## src/stu_defines.svh

```systemverilog
// Purpose: constants for the serial terminal controller
// Assumes: 10 MHz reference clock
// Notes:   offsets, framing and timing counts
`ifndef STU_DEFINES_SVH
`define STU_DEFINES_SVH
// ********************
// framing
// ********************
`define STU_DATA_BITS      4'h8
`define STU_CHAR_UNITS     4'hB
`define STU_STOP_BITS      4'h2
// ********************
// timing
// ********************
`define STU_CLK_HZ         10000000
`define STU_BAUD           110
`define STU_BIT_CYCLES     (`STU_CLK_HZ / `STU_BAUD)
`define STU_HALF_CYCLES    (`STU_BIT_CYCLES / 2)
// ********************
// device addresses and fifo depth
// ********************
`define STU_ADDR_BASE      8'h02
`define STU_FIFO_DEPTH     8
`endif

```

## src/stu_pkg.sv

```systemverilog
// Purpose: types for the serial terminal controller
// Assumes: nothing
// Notes:   state codes are one-hot
package stu_pkg;
  // transmitter states
  typedef enum logic [2:0] {
    STU_TX_IDLE = 3'b001,
    STU_TX_SHIFT = 3'b010,
    STU_TX_LOAD = 3'b100
  } stu_tx_state_t;
  // receiver states
  typedef enum logic [2:0] {
    STU_RX_IDLE = 3'b001,
    STU_RX_DATA = 3'b010,
    STU_RX_STOP = 3'b100
  } stu_rx_state_t;
endpackage : stu_pkg

```

## src/stu_fifo.sv

```systemverilog
// Purpose: small flip-flop FIFO with valid/ready on both sides
// Assumes: single clock
// Notes:   full and empty are exact
`timescale 1ns/1ps
`default_nettype none
module stu_fifo #(
  parameter int WIDTH = 8,
  parameter int DEPTH = 8
) (
  // clock and reset
  input  wire logic             ref_clk,
  input  wire logic             reset_n,
  // fill side
  input  wire logic             in_valid,
  output logic                  in_ready,
  input  wire logic [WIDTH-1:0] in_data,
  // drain side
  output logic                  out_valid,
  input  wire logic             out_ready,
  output logic      [WIDTH-1:0] out_data
);
  localparam int AW = $clog2(DEPTH);
  // ********************
  // state
  // ********************
  typedef struct packed {
    logic [DEPTH-1:0][WIDTH-1:0] mem;
    logic [AW-1:0]               wr_ptr;
    logic [AW-1:0]               rd_ptr;
    logic [AW:0]                 count;
  } stu_fifo_st_t;
  stu_fifo_st_t st_reg;
  stu_fifo_st_t st_next;
  logic push;
  logic pop;
  assign in_ready  = (st_reg.count != DEPTH[AW:0]);
  assign out_valid = (st_reg.count != '0);
  assign out_data  = st_reg.mem[st_reg.rd_ptr];
  assign push      = in_valid && in_ready;
  assign pop       = out_valid && out_ready;
  // pointer and storage update
  always_comb begin
    st_next = st_reg;
    if (push) begin
      st_next.mem[st_reg.wr_ptr] = in_data;
      st_next.wr_ptr = (st_reg.wr_ptr == AW'(DEPTH - 1)) ? '0 : st_reg.wr_ptr + 1'b1;
    end
    if (pop) begin
      st_next.rd_ptr = (st_reg.rd_ptr == AW'(DEPTH - 1)) ? '0 : st_reg.rd_ptr + 1'b1;
    end
    if (push && !pop) begin
      st_next.count = st_reg.count + 1'b1;
    end else if (pop && !push) begin
      st_next.count = st_reg.count - 1'b1;
    end
  end
  // register the state
  always_ff @(posedge ref_clk or negedge reset_n) begin
    if (!reset_n) begin
      st_reg <= '0;
    end else begin
      st_reg <= st_next;
    end
  end
endmodule : stu_fifo
`default_nettype wire

```

## src/stu_uart.sv

```systemverilog
// Purpose: full-duplex 110 baud terminal controller
// Assumes: 10 MHz ref_clk, asynchronous active-low reset
// Notes:   transmit bytes queue in an 8-word FIFO
//          the bit time is a parameter whose default is the 110 baud count;
//          a bench may shorten it to keep frames short
//          receive and transmit share only the clock, reset and the base_addr decode of dev_addr
// What this block does
// - 11-unit frame: start, eight data, two stop
// - received byte presented as one parallel word
// - sends computer byte serially at 110 baud
// - separate receive and transmit paths run concurrently
// - answers transmit and receive device addresses
// - computer-set output drives tape reader relay
`timescale 1ns/1ps
`default_nettype none
`include "stu_defines.svh"
module stu_uart #(
  // reference clock cycles per bit time
  parameter int BIT_CYCLES = `STU_BIT_CYCLES
) (
  // clock and reset
  input  wire logic       ref_clk,
  input  wire logic       reset_n,
  // instance strap: 0, 1 or 2 selects the address pair
  input  wire logic [1:0] unit_sel,
  // computer i/o bus
  input  wire logic [7:0] dev_addr,
  input  wire logic       out_strobe,
  input  wire logic [7:0] out_data,
  output logic            out_ready,
  input  wire logic       in_strobe,
  output logic [7:0]      in_data,
  output logic            in_full,
  input  wire logic       reader_on_set,
  input  wire logic       reader_off_set,
  // terminal side
  input  wire logic       rx_line,
  output logic            tx_line,
  output logic            reader_relay
);
  import stu_pkg::*;
  // 90909 cycles per bit at the default needs seventeen bits
  localparam logic [16:0] BIT_CNT  = 17'(BIT_CYCLES);
  localparam logic [16:0] HALF_CNT = 17'(BIT_CYCLES / 2);
  // ********************
  // state
  // ********************
  typedef struct packed {
    stu_tx_state_t tx_state;
    logic [16:0]   tx_timer;  // counts down one bit time
    logic [3:0]    tx_units;
    logic [10:0]   tx_shift;
    logic          tx_out;
    stu_rx_state_t rx_state;
    logic [2:0]    rx_sync;
    logic          rx_filt;   // receive level after the agreement filter
    logic [16:0]   rx_timer;  // counts to mid-bit, then one bit time
    logic [3:0]    rx_bits;
    logic [7:0]    rx_shift;
    logic [7:0]    rx_buf;
    logic          rx_full;
    logic          relay;
  } stu_st_t;
  stu_st_t st_reg;
  stu_st_t st_next;
  // fifo wires
  logic       tx_wr_addr;   // transmit address decoded
  logic       rx_rd_addr;   // receive address decoded
  logic       fifo_valid;
  logic       fifo_pop;
  logic [7:0] fifo_data;
  logic [7:0] base_addr;
  logic       rx_level;     // filtered receive line
  // address pair for this instance
  assign base_addr  = `STU_ADDR_BASE + {5'h00, unit_sel, 1'b0};
  assign tx_wr_addr = (dev_addr == base_addr);
  assign rx_rd_addr = (dev_addr == (base_addr + 8'h01));
  assign fifo_pop   = (st_reg.tx_state == STU_TX_IDLE);
  // transmit buffer, independent of the receiver
  stu_fifo #(
    .WIDTH (8),
    .DEPTH (`STU_FIFO_DEPTH)
  ) u_tx_fifo (
    .ref_clk   (ref_clk),
    .reset_n   (reset_n),
    .in_valid  (out_strobe && tx_wr_addr),
    .in_ready  (out_ready),
    .in_data   (out_data),
    .out_valid (fifo_valid),
    .out_ready (fifo_pop),
    .out_data  (fifo_data)
  );
  // ********************
  // receive line filter
  // ********************
  // the level seen by the receiver changes only when the second and third
  // stages agree, so a one-cycle glitch on the pin never starts a character;
  // the extra register costs one cycle of latency, far below a bit time
  assign rx_level = st_reg.rx_filt;
  // outputs come from flip-flops
  assign tx_line      = st_reg.tx_out;
  assign in_data      = st_reg.rx_buf;
  assign in_full      = st_reg.rx_full;
  assign reader_relay = st_reg.relay;
  // ********************
  // next-state logic
  // ********************
  always_comb begin
    st_next = st_reg;
    st_next.rx_sync = {st_reg.rx_sync[1:0], rx_line};
    // filtered level follows the pin once the late stages agree
    if (st_reg.rx_sync[1] == st_reg.rx_sync[2]) begin
      st_next.rx_filt = st_reg.rx_sync[2];
    end
    // relay switched by the computer
    if (reader_on_set) begin
      st_next.relay = 1'b1;
    end else if (reader_off_set) begin
      st_next.relay = 1'b0;
    end
    // transmitter
    unique case (st_reg.tx_state)
      STU_TX_IDLE: begin
        st_next.tx_out = 1'b1;
        if (fifo_valid) begin
          // stop, stop, data lsb first, start
          st_next.tx_shift = {2'b11, fifo_data, 1'b0};
          st_next.tx_state = STU_TX_LOAD;
        end
      end
      STU_TX_LOAD: begin
        // start bit goes out now; ten more units follow
        st_next.tx_out   = st_reg.tx_shift[0];
        st_next.tx_shift = {1'b1, st_reg.tx_shift[10:1]};
        st_next.tx_timer = BIT_CNT - 17'h0_0001;
        st_next.tx_units = `STU_CHAR_UNITS - 4'h1;
        st_next.tx_state = STU_TX_SHIFT;
      end
      STU_TX_SHIFT: begin
        // hold the current unit for a full bit time
        if (st_reg.tx_timer != 17'h0_0000) begin
          st_next.tx_timer = st_reg.tx_timer - 17'h0_0001;
        end else if (st_reg.tx_units != 4'h0) begin
          // next unit of the character
          st_next.tx_out   = st_reg.tx_shift[0];
          st_next.tx_shift = {1'b1, st_reg.tx_shift[10:1]};
          st_next.tx_units = st_reg.tx_units - 4'h1;
          st_next.tx_timer = BIT_CNT - 17'h0_0001;
        end else begin
          // second stop bit done: line rests at mark
          st_next.tx_state = STU_TX_IDLE;
        end
      end
      default: st_next.tx_state = STU_TX_IDLE;
    endcase
    // receive buffer read by the computer
    // a read and a new byte in one cycle: the set below wins
    if (in_strobe && rx_rd_addr) begin
      st_next.rx_full = 1'b0;
    end
    // receiver
    unique case (st_reg.rx_state)
      STU_RX_IDLE: begin
        if (!rx_level) begin
          // start edge: wait half a bit to its middle
          st_next.rx_timer = HALF_CNT;
          st_next.rx_bits  = 4'h0;
          st_next.rx_state = STU_RX_DATA;
        end
      end
      STU_RX_DATA: begin
        // count down to the middle of the current bit
        if (st_reg.rx_timer != 17'h0_0000) begin
          st_next.rx_timer = st_reg.rx_timer - 17'h0_0001;
        end else if (st_reg.rx_bits == 4'h0 && rx_level) begin
          st_next.rx_state = STU_RX_IDLE;                         // false start
        end else begin
          // the start bit itself is not shifted in
          st_next.rx_timer = BIT_CNT - 17'h0_0001;
          if (st_reg.rx_bits != 4'h0) begin
            st_next.rx_shift = {rx_level, st_reg.rx_shift[7:1]};
          end
          if (st_reg.rx_bits == `STU_DATA_BITS) begin
            st_next.rx_state = STU_RX_STOP;
          end else begin
            st_next.rx_bits = st_reg.rx_bits + 4'h1;
          end
        end
      end
      STU_RX_STOP: begin
        // a space at the middle of the first stop bit drops the byte
        if (st_reg.rx_timer != 17'h0_0000) begin
          st_next.rx_timer = st_reg.rx_timer - 17'h0_0001;
        end else begin
          // middle of first stop bit: hand over the byte
          if (rx_level) begin
            st_next.rx_buf  = st_reg.rx_shift;
            st_next.rx_full = 1'b1;
          end
          st_next.rx_state = STU_RX_IDLE;
        end
      end
      default: st_next.rx_state = STU_RX_IDLE;
    endcase
  end
  // register the state
  always_ff @(posedge ref_clk or negedge reset_n) begin
    if (!reset_n) begin
      st_reg          <= '0;
      st_reg.tx_state <= STU_TX_IDLE;
      st_reg.rx_state <= STU_RX_IDLE;
      st_reg.tx_out   <= 1'b1;
      st_reg.rx_sync  <= 3'b111;
      st_reg.rx_filt  <= 1'b1;
    end else begin
      st_reg <= st_next;
    end
  end
endmodule : stu_uart
`default_nettype wire

```

## config.mk

```make
export PLATFORM = sky130hd
export DESIGN_NAME = stu_uart
export DESIGN_NICKNAME = d
export VERILOG_FILES = /design/src/stu_pkg.sv /design/src/stu_fifo.sv /design/src/stu_uart.sv
export VERILOG_INCLUDE_DIRS = /design/src
export SDC_FILE = /design/constraint.sdc
export NUM_CORES = 1
export LEC_CHECK = 0
export ABC_CLOCK_PERIOD_IN_PS = 7300
export BUFFER_PORTS_ARGS = -buffer_cell sky130_fd_sc_hd__buf_2
export CAP_MARGIN = 20
export CORE_ASPECT_RATIO = 1.1
export CORE_MARGIN = 2
export CORE_UTILIZATION = 35
export CTS_CLUSTER_DIAMETER = 100
export DETAILED_ROUTE_END_ITERATION = 6
export HOLD_SLACK_MARGIN = 0.08
export PLACE_DENSITY_LB_ADDON = 0.2
export SKIP_LAST_GASP = 1
export SYNTH_ARGS = -nofsm -noshare
export SYNTH_HDL_FRONTEND = slang
export SYNTH_SLANG_ARGS = --single-unit
```

## constraint.sdc

```tcl
create_clock -name ref_clk -period 7.3 [get_ports ref_clk]
set_input_delay 0.73 -clock ref_clk [delete_from_list [all_inputs] [get_ports ref_clk]]
set_output_delay 0.73 -clock ref_clk [all_outputs]
set_load 0.01 [all_outputs]
```

==> metrics <==
pin count of the biggest net entering global routing=94; Rows=56; post-route DRC violation count=0; Netlist cell types=63; Final Cycle Share=0.440; total wire length=15.6 mm; cell accounting for the most synthesized area=dfrtp_1; DP HPWL=10.5 mm; total negative slack=0 ps; CP max FO=25; H-tree Lvls=4; CTS Buffer Depth=2; die height=approximately 160 um; IO Pins=37; flop-to-flop setup slack=4090 ps; core box area=0.0214 sq mm; Syn Inst Count=628; # diodes=0; Hold Slack=around 360 ps; die area=0.0230 sq mm; slowest CP cell=o31ai_4; largest cells by area after synthesis=dfrtp_1, mux2_2, mux4_2; CTS Hold Bufs=0; WP buf/inv=0; fin nets=699; area share of the largest cell type after synthesis=0.488; met3 usage=0.0338; Mapped Area=0.00765 sq mm; Vias/cell=5.23; Yosys warning total=0; Post-DRT Antenna Nets=0; largest delay contributor family on the critical path=compound AO/OA/AOI/OAI gates; Leak=3.87 nW; Post-synth ARST share=1.00; startpoint type of the worst setup path=flop; Placer Congestion=0.805; clk_skew=7.16 ps; Tightest Pin Transition=~950 ps; via count=around 5,000; total global routing overflow=0; port bufs=36; Mapped Nets=between 600 and 700; Min-Delay Path Class=flop to flop; Pins Over Slew Limit=0; post-synthesis sequential area ratio=0.512; fmax=~0.31 GHz; relative slew slack=0.357; critical path type=flop to flop; Fin. Hold Viols=0; number of max-cap violations=0; CP endpoint kind=flop; flop and latch count out of synthesis=156; clock latency at the later pin of the worst-skew pair=between 400 and 500 ps; Avg Inst Size Synth=around 12 sq um; M2 GR Usage=0.222; Post-synth EDFFs=0; starting density of the core=0.358; total power=1.84 mW; met1 usage=0.195; Slowest Stage Delay on Critical Path=860 ps; initial antenna violation count=0; Global Route Usage Sum=0.142; Iter 0 DRT Violations=between 200 and 250; Setup-failing EPs final=0; RSZ-0062 raised after global routing=no; number of flip-flops in the largest register=74; wire per inst=roughly 16 um; clock root cell=clkbuf_16; vias in the first global route=5,090; layout cells sized above 1=0.316; Final min period=3210 ps; Post-CTS Setup Bufs=0; Cell Count, Final, Fillers Out=961; first-pass GRT wire length=approximately 27 mm; Final Util=0.407; Critical Path RT=around 7600 ps; Sinks on Clock Net=about 160; Main synth FF type=dfrtp_1; Max rail drop VDD=0.000156 V; Critical Path AT=3520 ps; placed cell count=929; Post-CTS Resized=0; outcome=finished clean; crit path cell chain=nor4_2, nand4b_2, o31ai_4, o21ai_1, mux2_2; CTS buffer count=17; drt first pass iters=4; Clk pin slew, worst setup/hold paths=60 ps; synthesis-to-finish area growth=13.8%; DIE WIDTH=145 um; Pwr per Cell Area=212 mW/mm^2; CTS tree=yes; GR peak layer=met2
## synth_stat cells (all sizes together), types with 13 or more instances
cell    number
a21oi       20
buf         18
clkbuf      14
dfrtp      149
ha          15
inv         20
mux2        99
mux2i       13
mux4        16
nand2       28
nor2        35
nor3        17
o21ai       36
## worst paths after layout
path | startpoint | cells past startpoint | to
max in group asynchronous | reset_n | 2 | u_tx_fifo.st_reg[1]
min in group asynchronous | reset_n | 1 | st_reg[22]
worst max-delay path | st_reg[67] | 5 | st_reg[49]
worst min register to register | st_next[41] | 0 | st_next[42]
worst min-delay path | st_next[41] | 0 | st_next[42]
worst max register to register | st_reg[67] | 5 | st_reg[49]
## per-stage QoR
step	cell area [sq um]	setup slack [ps]
floorplan	7650	4590
CTS	8700	4090
detailed placement	8090	4110
global route	8700	3770
finish	8700	4090
global placement	8070	4030
## layout by cell type (no fill, tap or decap), types with 4 or more instances in the layout
cell type	instances
buf_4	7
nand2b_1	6
o21a_1	4
dfstp_2	7
nand3_1	11
nor2_1	32
buf_2	35
nor3b_1	7
a21oi_1	20
nand4_1	7
clkbuf_16	17
o31ai_1	10
mux4_2	16
mux2_2	99
a21o_1	5
inv_1	20
nor3_1	17
mux2i_1	13
nand2_1	28
nor4_1	8
o22a_1	5
xnor2_1	6
dfrtp_1	149
a31oi_1	8
clkbuf_8	4
o21ai_0	34
ha_1	15
or4_1	8
## layout make-up
class | instances | area [sq um]
Timing Repair Buffer | 43 | 239
Inverter | 20 | 75.1
Clock inverter | 11 | 131
Fill cell | 2055 | 12700
Tap cell | 290 | 363
Sequential cell | 156 | 3910
Multi-Input combinational cell | 420 | 3500
Clock buffer | 21 | 480
## power by group
group / switching [mW] / internal [mW] / leakage, nW
combinational: 0.0336 / 0.0196 / 1.59
sequential: 0.00860 / 0.874 / 1.99
clock: 0.364 / 0.544 / 0.298
## metal layers
layer,vias to the layer above,share of wire,routed length (um)
met3,18,0.033,511
met1,2552,0.49,7610
met5,-,0,0
met2,68,0.46,7240
met4,0,0.017,268
li1,2390,-,-
## cells by family (layout without fill, tap and decap cells)
kind of cell,count (synthesis),after routing,share of synthesized area
AND/OR/NAND/NOR,158,158,0.118
flip-flops,156,156,0.512
multiplexers,128,128,0.210
AO/OA/AOI/OAI,108,108,0.0913
buffers and inverters,52,95,0.0308
adder cells (fa/ha/maj),17,17,0.0285
XOR/XNOR,9,9,0.0103
Note: power is estimated with default switching activity, not from simulation.
